[src/acc_pkg.sv]
// Package: register map, field positions and shared types for the calibration control block
package acc_pkg;
   // ----------------------------------------------------------------
   // Register map
   // ----------------------------------------------------------------
   localparam logic [7:0] CAL_CTRL_ADDR  = 8'hF5;
   localparam logic [7:0] CAL_CTRL_RESET = 8'h00;

   // ----------------------------------------------------------------
   // Field positions
   // ----------------------------------------------------------------
   localparam int BIT_BUSY     = 7;
   localparam int BIT_GAIN_DIS = 6;
   localparam int BIT_AVG_HI   = 5;
   localparam int BIT_AVG_LO   = 4;
   localparam int BIT_RSVD3    = 3;
   localparam int BIT_RSVD2    = 2;
   localparam int BIT_CAL_TYPE = 1;
   localparam int BIT_CAL_STRT = 0;

   // ----------------------------------------------------------------
   // Averaging counts per select code
   // ----------------------------------------------------------------
   localparam logic [5:0] AVG_CNT_00 = 6'h0F;
   localparam logic [5:0] AVG_CNT_01 = 6'h01;
   localparam logic [5:0] AVG_CNT_10 = 6'h1F;
   localparam logic [5:0] AVG_CNT_11 = 6'h3F;

   // ----------------------------------------------------------------
   // Converter data width and sequencer timing
   // ----------------------------------------------------------------
   localparam int DATA_W      = 12;
   localparam int ACQ_CYCLES  = 4;
   localparam int SYNC_CYCLES = 1;

   typedef enum logic [2:0] {
      ACC_IDLE,
      ACC_SYNC,
      ACC_ACQ,
      ACC_CONV,
      ACC_DONE
   } acc_phase_e;

   // Core-side register access
   typedef struct packed {
      logic       wr;
      logic       rd;
      logic [7:0] addr;
      logic [7:0] wdata;
   } acc_sfr_req_s;
endpackage : acc_pkg

[src/acc_sar_seq.sv]
// Successive-approximation sequencer: acquisition, bit trials and result latch
module acc_sar_seq #(
   parameter int W       = acc_pkg::DATA_W,
   parameter int ACQ_CYC = acc_pkg::ACQ_CYCLES
) (
   input  wire logic         i_clk,
   input  wire logic         i_resetn,
   input  wire logic         i_start,
   input  wire logic         i_cmp,
   output logic              o_hold,
   output logic [W-1:0]      o_trial,
   output logic [W-1:0]      o_result,
   output logic              o_done
);
   typedef struct packed {
      acc_pkg::acc_phase_e phase;
      logic [3:0]          cnt;
      logic [W-1:0]        sar;
      logic [W-1:0]        bitm;
      logic [W-1:0]        result;
      logic                done;
      logic                hold;
   } acc_seq_s;

   acc_seq_s st_ff, nxt_st;

   // ----------------------------------------------------------------
   // Phase sequencing without software involvement
   // ----------------------------------------------------------------
   always_comb begin
      logic [W-1:0] kept;
      kept        = '0;
      nxt_st      = st_ff;
      nxt_st.done = 1'b0;
      case (st_ff.phase)
         acc_pkg::ACC_IDLE: begin
            if (i_start) begin
               nxt_st.phase = acc_pkg::ACC_SYNC;
               nxt_st.cnt   = 4'(acc_pkg::SYNC_CYCLES - 1);
            end
         end
         acc_pkg::ACC_SYNC: begin
            if (st_ff.cnt == 4'h0) begin
               nxt_st.phase = acc_pkg::ACC_ACQ;
               nxt_st.cnt   = 4'(ACQ_CYC - 1);
            end else begin
               nxt_st.cnt = st_ff.cnt - 4'h1;
            end
         end
         acc_pkg::ACC_ACQ: begin
            // Track phase; input switches closed
            if (st_ff.cnt == 4'h0) begin
               nxt_st.phase = acc_pkg::ACC_CONV;
               nxt_st.bitm  = {1'b1, {(W-1){1'b0}}};
               nxt_st.sar   = {1'b1, {(W-1){1'b0}}};
            end else begin
               nxt_st.cnt = st_ff.cnt - 4'h1;
            end
         end
         acc_pkg::ACC_CONV: begin
            // Keep trial bit when comparator says charge not exceeded
            kept = i_cmp ? st_ff.sar : (st_ff.sar & ~st_ff.bitm);
            if (st_ff.bitm[0]) begin
               nxt_st.result = kept;
               nxt_st.phase  = acc_pkg::ACC_DONE;
            end else begin
               nxt_st.bitm = st_ff.bitm >> 1;
               nxt_st.sar  = kept | (st_ff.bitm >> 1);
            end
         end
         acc_pkg::ACC_DONE: begin
            nxt_st.done  = 1'b1;
            nxt_st.phase = acc_pkg::ACC_IDLE;
         end
         default: nxt_st.phase = acc_pkg::ACC_IDLE;
      endcase
      // Hold flag registered with the phase so the pin comes from a flop
      nxt_st.hold = (nxt_st.phase == acc_pkg::ACC_CONV);
   end

   always_ff @(posedge i_clk or negedge i_resetn) begin
      if (!i_resetn) begin
         st_ff <= '0;
      end else begin
         st_ff <= nxt_st;
      end
   end

   assign o_hold   = st_ff.hold;
   assign o_trial  = st_ff.sar;
   assign o_result = st_ff.result;
   assign o_done   = st_ff.done;
endmodule : acc_sar_seq

[src/acc_cal_ctrl.sv]
// Calibration control register and sequencer for the 12-bit converter
module acc_cal_ctrl #(
   parameter int W = acc_pkg::DATA_W
) (
   input  wire logic                 i_clk,
   input  wire logic                 i_resetn,
   input  wire acc_pkg::acc_sfr_req_s i_sfr,
   output logic [7:0]                o_sfr_rdata,
   input  wire logic                 i_conv_start,
   input  wire logic                 i_cmp,
   output logic                      o_hold,
   output logic [W-1:0]              o_trial,
   output logic [W-1:0]              o_result,
   output logic                      o_conv_done,
   output logic                      o_cal_active,
   output logic                      o_cal_gain,
   output logic [W+5:0]              o_cal_sum,
   output logic                      o_cal_sum_valid
);
   // ----------------------------------------------------------------
   // State
   // ----------------------------------------------------------------
   typedef struct packed {
      logic          gain_dis;
      logic [1:0]    avg_sel;
      logic          rsvd3;
      logic          rsvd2;
      logic          cal_type;
      logic          cal_start;
      logic          conv_busy;
      logic          cal_busy;
      logic [5:0]    left;
      logic [W+5:0]  acc;
      logic [W+5:0]  sum;
      logic          sum_valid;
      logic          conv_done;
      logic          run_gain;
      logic [7:0]    rdata;
   } acc_ctrl_s;

   acc_ctrl_s st_ff, nxt_st;
   logic      seq_start;
   logic      seq_done;
   logic      seq_hold;
   logic [W-1:0] seq_trial;
   logic [W-1:0] seq_result;

   // Averaging count per select code
   function automatic logic [5:0] avg_count(input logic [1:0] sel);
      case (sel)
         2'b00:   avg_count = acc_pkg::AVG_CNT_00;
         2'b01:   avg_count = acc_pkg::AVG_CNT_01;
         2'b10:   avg_count = acc_pkg::AVG_CNT_10;
         default: avg_count = acc_pkg::AVG_CNT_11;
      endcase
   endfunction : avg_count

   // ----------------------------------------------------------------
   // Converter sequencer
   // ----------------------------------------------------------------
   acc_sar_seq #(
      .W       (W),
      .ACQ_CYC (acc_pkg::ACQ_CYCLES)
   ) u_seq (
      .i_clk    (i_clk),
      .i_resetn (i_resetn),
      .i_start  (seq_start),
      .i_cmp    (i_cmp),
      .o_hold   (seq_hold),
      .o_trial  (seq_trial),
      .o_result (seq_result),
      .o_done   (seq_done)
   );

   // Sequencer is kicked by a new conversion or each calibration reading
   always_comb begin
      seq_start = 1'b0;
      if (nxt_st.conv_busy && !st_ff.conv_busy) begin
         seq_start = 1'b1;
      end
   end

   // ----------------------------------------------------------------
   // Register writes, busy tracking and averaging
   // ----------------------------------------------------------------
   always_comb begin
      logic wr_hit;
      logic busy;
      wr_hit = i_sfr.wr && (i_sfr.addr == acc_pkg::CAL_CTRL_ADDR);
      busy   = st_ff.conv_busy | st_ff.cal_busy;
      nxt_st = st_ff;
      nxt_st.sum_valid = 1'b0;
      nxt_st.conv_done = 1'b0;

      // Config bits are frozen while busy so a run sees stable settings
      if (wr_hit && !busy) begin
         nxt_st.gain_dis = i_sfr.wdata[acc_pkg::BIT_GAIN_DIS];
         nxt_st.avg_sel  = {i_sfr.wdata[acc_pkg::BIT_AVG_HI], i_sfr.wdata[acc_pkg::BIT_AVG_LO]};
         nxt_st.rsvd3    = i_sfr.wdata[acc_pkg::BIT_RSVD3];
         nxt_st.rsvd2    = i_sfr.wdata[acc_pkg::BIT_RSVD2];
         nxt_st.cal_type = i_sfr.wdata[acc_pkg::BIT_CAL_TYPE];
         if (i_sfr.wdata[acc_pkg::BIT_CAL_STRT]) begin
            nxt_st.cal_start = 1'b1;
            nxt_st.cal_busy  = 1'b1;
            // Gain run skipped when disabled; start clears at once
            nxt_st.run_gain  = i_sfr.wdata[acc_pkg::BIT_CAL_TYPE];
            nxt_st.left      = avg_count({i_sfr.wdata[acc_pkg::BIT_AVG_HI],
                                          i_sfr.wdata[acc_pkg::BIT_AVG_LO]});
            nxt_st.acc       = '0;
            if (i_sfr.wdata[acc_pkg::BIT_CAL_TYPE] && i_sfr.wdata[acc_pkg::BIT_GAIN_DIS]) begin
               nxt_st.cal_start = 1'b0;
               nxt_st.cal_busy  = 1'b0;
            end
         end
      end

      // Each calibration reading or normal conversion occupies the sequencer
      if (!st_ff.conv_busy && ((st_ff.cal_busy && st_ff.left != 6'h00) || (i_conv_start && !busy))) begin
         nxt_st.conv_busy = 1'b1;
      end

      if (seq_done) begin
         nxt_st.conv_busy = 1'b0;
         if (st_ff.cal_busy) begin
            nxt_st.acc  = st_ff.acc + {6'h00, seq_result};
            nxt_st.left = st_ff.left - 6'h01;
            if (st_ff.left == 6'h01) begin
               nxt_st.sum       = st_ff.acc + {6'h00, seq_result};
               nxt_st.sum_valid = 1'b1;
               nxt_st.cal_busy  = 1'b0;
               nxt_st.cal_start = 1'b0;
            end
         end else begin
            nxt_st.conv_done = 1'b1;
         end
      end

      // Registered read data, reserved bits read back as written
      nxt_st.rdata = {nxt_st.conv_busy | nxt_st.cal_busy, nxt_st.gain_dis, nxt_st.avg_sel,
                      nxt_st.rsvd3, nxt_st.rsvd2, nxt_st.cal_type, nxt_st.cal_start};
   end

   always_ff @(posedge i_clk or negedge i_resetn) begin
      if (!i_resetn) begin
         st_ff <= '0;
      end else begin
         st_ff <= nxt_st;
      end
   end

   // ----------------------------------------------------------------
   // Outputs
   // ----------------------------------------------------------------
   assign o_sfr_rdata     = st_ff.rdata;
   assign o_hold          = seq_hold;
   assign o_trial         = seq_trial;
   assign o_result        = seq_result;
   assign o_conv_done     = st_ff.conv_done;
   assign o_cal_active    = st_ff.cal_busy;
   assign o_cal_gain      = st_ff.run_gain;
   assign o_cal_sum       = st_ff.sum;
   assign o_cal_sum_valid = st_ff.sum_valid;
endmodule : acc_cal_ctrl

[config.mk]
export PLATFORM = sky130hd
export DESIGN_NAME = acc_cal_ctrl
export DESIGN_NICKNAME = d
export VERILOG_FILES = /design/src/acc_pkg.sv /design/src/acc_sar_seq.sv /design/src/acc_cal_ctrl.sv
export SDC_FILE = /design/constraint.sdc
export NUM_CORES = 1
export LEC_CHECK = 0
export ABC_AREA = 1
export BUFFER_PORTS_ARGS = -buffer_cell sky130_fd_sc_hd__buf_2
export CORE_MARGIN = 8
export CORE_UTILIZATION = 39
export DETAILED_ROUTE_END_ITERATION = 10
export PLACE_DENSITY = 0.6
export SYNTH_ARGS = -nofsm -noshare
export SYNTH_HDL_FRONTEND = slang
export SYNTH_SLANG_ARGS = --single-unit
[constraint.sdc]
create_clock -name i_clk -period 2.9 [get_ports i_clk]
set_input_delay 0.87 -clock i_clk [delete_from_list [all_inputs] [get_ports i_clk]]
set_output_delay 0.87 -clock i_clk [all_outputs]
set_load 0.005 [all_outputs]
## After elaboration in Yosys (flattened, before gate mapping)

Cells that the tools add are included.

- Register bits: 107
- Word-level logic and storage cells: 94
- Input bits: 22
- Output and inout bits: 55

- Mux-type cells: 28
- Equality and inequality tests: 13
- Bitwise operators: 5
- Reductions and logical operators: 22
- $add $sub $neg: 3

Operators by type and width:

| operator | number |
|---|---|
| $mux 25 | 2 |
| $mux 24 | 2 |
| $pmux 24 s2 | 1 |
| $mux 47 | 1 |
| $mux 44 | 1 |
| $mux 19 | 1 |
| $add 18x12->18 | 1 |
| $pmux 6 s3 | 1 |
| $mux 7 | 2 |
| $and 12x12->12 | 1 |
| $mux 12 | 1 |
| $not 12->12 | 1 |
| $or 12x11->12 | 1 |
| $pmux 3 s4 | 1 |
| $pmux 4 s3 | 1 |
| $eq 3x2->1 const B | 3 |
| $mux 1 | 9 |
| $mux 3 | 3 |
| $reduce_and 3->1 | 3 |
| $eq 8x8->1 const B | 1 |
| $mux 4 | 2 |
| $logic_and 1x1->1 | 7 |
| $eq 6x1->1 const B | 1 |
| $ne 2x2->1 const B | 3 |
| 17 further kinds | 21 |

## Depth between registers and ports, before layout

- Depth in word-level cells: 12
- Mapped depth: 12
- Depth with buffers taken out: 12

## Cells and area by module

From an unflattened synthesis, not the netlist that was laid out.

- Cell total of the unflattened synthesis: 672
- Area total of the unflattened synthesis: 5562.8 um^2

Modules (own cells, without submodules):

| module | instances | seq. area each (um^2) | cells each | area an instance (um^2) |
|---|---|---|---|---|
| acc_cal_ctrl | 1 | 1376.3 | 442 | 3335.7 |
| acc_sar_seq | 1 | 1126.1 | 230 | 2227.1 |

## Least setup slack after synthesis

Ideal clock, no wire load.

- Kind: input-to-reg
- Start point: input i_sfr[10] (netlist name)
- End point: register st_ff[43] (netlist name)
- Path buffers: 1
- Slack: 975 ps
- Cell stages on the path: 8
- Arrival time: 1807 ps
- Setup time: 118 ps
- Data required time: 2782 ps
- Path through: inv_1 > nor3_2 > nand3_4 > o21ai_2 > inv_2 > buf_6 > nand2_1 > nand2_1

RTL lines:

| element | RTL line | RTL |
|---|---|---|
| start: declaration | acc_cal_ctrl.sv:7 | `input wire acc_pkg::acc_sfr_req_s i_sfr,` |
| end signal: assignment | acc_cal_ctrl.sv:147 | `st_ff <= nxt_st;` |
| end: declaration | acc_cal_ctrl.sv:41 | `acc_ctrl_s st_ff, nxt_st;` |

## Worst setup path in the final report

- Start point: register u_seq.st_ff, in the netlist u_seq.o_result[0]
- End point: register st_ff, in the netlist o_cal_sum[16]

- Cells in the longest elaborated chain, start to end: 1

RTL lines:

| element | RTL line | RTL |
|---|---|---|
| start: declaration | acc_sar_seq.sv:25 | `acc_seq_s st_ff, nxt_st;` |
| start signal: assignment | acc_sar_seq.sv:85 | `st_ff <= nxt_st;` |
| $add 18x12->18 | acc_cal_ctrl.sv:128 | `nxt_st.sum = st_ff.acc + {6'h00, seq_result};` |

Every way passes these cells.
A chain may end at the register's enable or synchronous reset.

==> metrics.txt <==
drc violations 0; startpoint types register; Seq/Total Area, Yosys 0.466; Yosys warnings 0; CTS tree yes; layout cells sized above 1 0.173; Period minus WS final approximately 2000 ps; first-pass GRT wire length 20.0 mm; GRT Resource Usage Total 0.138; Post-Syn Instances about 650; WP data required approximately 3100 ps; Net Sw Frac 0.388; routed via count approximately 4.2k; largest net degree at the start of global routing 39; Crit path top cell by count nand2_1; asr flop ratio synth 1.00; critical path class register to register; GP Congestion just under 0.9; Clk network pwr share 0.241; crit-path max cell delay ~420 ps; htree depth 3; outcome finished, final reports clean; Worst EP arrival between 2000 and 2500 ps; Clock Root Buffer clkbuf_16; Synth area leader dfrtp_1; Die Wd roughly 130 µm; Max Clock Freq around 0.50 GHz; syn nets between 600 and 700; combinational cell fraction of total power 0.382; relative slew slack 0.551; initial antenna violation count 0; Synth cell types 39; CTS Hold Bufs 0; fillcell total between 1k and 1.5k; Leak Pwr between 3 and 4 nW; I/O Pins 77; syn_area_per_cell a little over 8 µm²; Post-CTS Setup Bufs 0; Final Hold Fails 0; P_sw between 1.5 and 2 mW; Clock Sinks 100; pre-CTS WS around 690 ps; placed cells 848; WL per Instance around 14 µm; internal power roughly 3 mW; Reg power frac 0.376; Tightest Hold Check Type register to register; Ant. Diodes 0; DIE AREA 0.0178 mm²; vias per cell between 4 and 5; # resized after CTS 0; number of synthesized register bits 100; Sequential cell area ~0.0025 mm²; clock-pin slew of the registers on the worst-case setup and hold paths ~70 ps; Most used DFF post-synth dfrtp_1; die height approximately 130 µm; top cells by area, synth dfrtp_1 (47%), nand2_1 (13%), buf_4 (7.3%); EDFF count, synth 0; TritonCTS buffer count 9; Synth top area share 0.466; clk_skew between 7 and 8 ps; RSZ-0062 raised after global routing no; Post-DP HPWL about 9 mm; Mapped Area 0.00537 mm²; GR Overflow Total 0; WL final between 10 and 15 mm; CTS Buffer Depth 2; setup TNS 0 ps; Final Cycle Share 0.689; setup ws final 903 ps; CP max-delay cell fa_1; Slew @ Worst Pin slightly below 700 ps; top-count cell post-synth nand2_1; Iter 0 DRT Violations 250; port bufs 74; Initial Utilization 0.393; nets 717; worst-path fanout max 4; Critical Path, Cell by Cell ha_1 > fa_1 > nand3_1 > nand2_1 > nand3_1 > nand2_1 > nand2_1 > nand3b_1 > nand3_1 > nand2_1; Synth top cells by count nand2_1 (187), dfrtp_1 (100), inv_1 (77); Pins Over Slew Limit 0; Core Area approximately 0.014 mm²; area of the multi-input gates 0.00212 mm²; peak supply drop approximately 0.0003 V; row count 43; Finished Layout Cells between 800 and 900; Final ANT Viol Nets 0; clk_lat worst skew about 340 ps; PwrDens slightly above 800 mW/mm²; MaxCap Viol Count 0; number of global-route vias before repair ~4.2k; Area Growth Syn to Fin 9.28%; final setup vio count 0; drt first pass iters 4; CP Capture Type register
-- final cells by class --
type,count,area share
Inverter,79,0.0506
Tap cell,180,0.0384
Timing Repair Buffer,80,0.0734
Clock inverter,5,0.00768
Sequential cell,100,0.427
Multi-Input combinational cell,409,0.362
Clock buffer,11,0.0414
-- sequential cells by signal (all words and copies together) (netlist names), 8 cells and up --
signal and cells:
u_seq.st_ff 19, st_ff 25, u_seq.o_trial 12, o_sfr_rdata 8, o_cal_sum 18, u_seq.o_result 12
-- routing by layer --
layer,GRT usage,vias up,part of all wire
met5,0,-,0
met3,0.0346,11,0.046
met1,0.174,1978,0.46
met4,0.0512,0,0.010
li1,-,2092,-
met2,0.224,75,0.49
-- cells by family after synthesis --
logic type,after synthesis,share of synthesized area
fa+ha+maj,16,0.0387
xor+xnor,9,0.0147
compound gates,85,0.0853
buf+inv,142,0.138
mux,11,0.0231
simple gates,288,0.234
flops,100,0.466
-- placed cells by master (no fill, tap or decap), drive strengths merged, types with 11 or more instances in the layout --
master and count:
nand3b 12, nand2 188, mux2 11, nand3 36
ha 15, buf 80, inv 81, a21oi 29
clkbuf 11, nor2 37, o21ai 41, dfrtp 100
-- worst paths after layout --
check	startpoint	endpoint	slack, ps	depth (start not counted)
setup / recovery	u_seq.o_result[0]	o_cal_sum[16]	900	10
setup reg to reg	u_seq.o_result[0]	o_cal_sum[16]	900	10
hold / removal	o_cal_sum[0]	o_cal_sum[0]	470	2
min in group asynchronous	i_resetn	u_seq.st_ff[38]	500	1
hold reg to reg	o_cal_sum[0]	o_cal_sum[0]	470	2
max in group asynchronous	i_resetn	o_cal_sum[11]	1730	2
-- worst max-delay path, delay by kind of cell, from the launching register on --
family | cells | cell delay, ps
flip-flops | 1 | 400
adder cells (fa/ha/maj) | 2 | 680
AND/OR/NAND/NOR | 8 | 810
-- through the flow --
step	total power, mW	hold WS [ps]	instance area, µm²	util
after floorplan	3.27	446	5370	-
after CTS	4.83	478	5860	0.429
after global placement	3.60	460	5580	0.408
after global routing	5.19	491	5860	0.429
after detailed placement	3.65	460	5580	0.408
final	4.78	475	5860	0.429
-- power by group through the flow --
stage / combinational, mW / clock (mW) / sequential (mW)
floorplan: 1.51 / 0 / 1.76
global placement: 1.78 / 0 / 1.82
detailed placement: 1.82 / 0 / 1.82
CTS: 1.83 / 1.20 / 1.80
global route: 2.11 / 1.25 / 1.83
finish: 1.83 / 1.15 / 1.80
No activity file was read; power rests on OpenSTA's default activity.
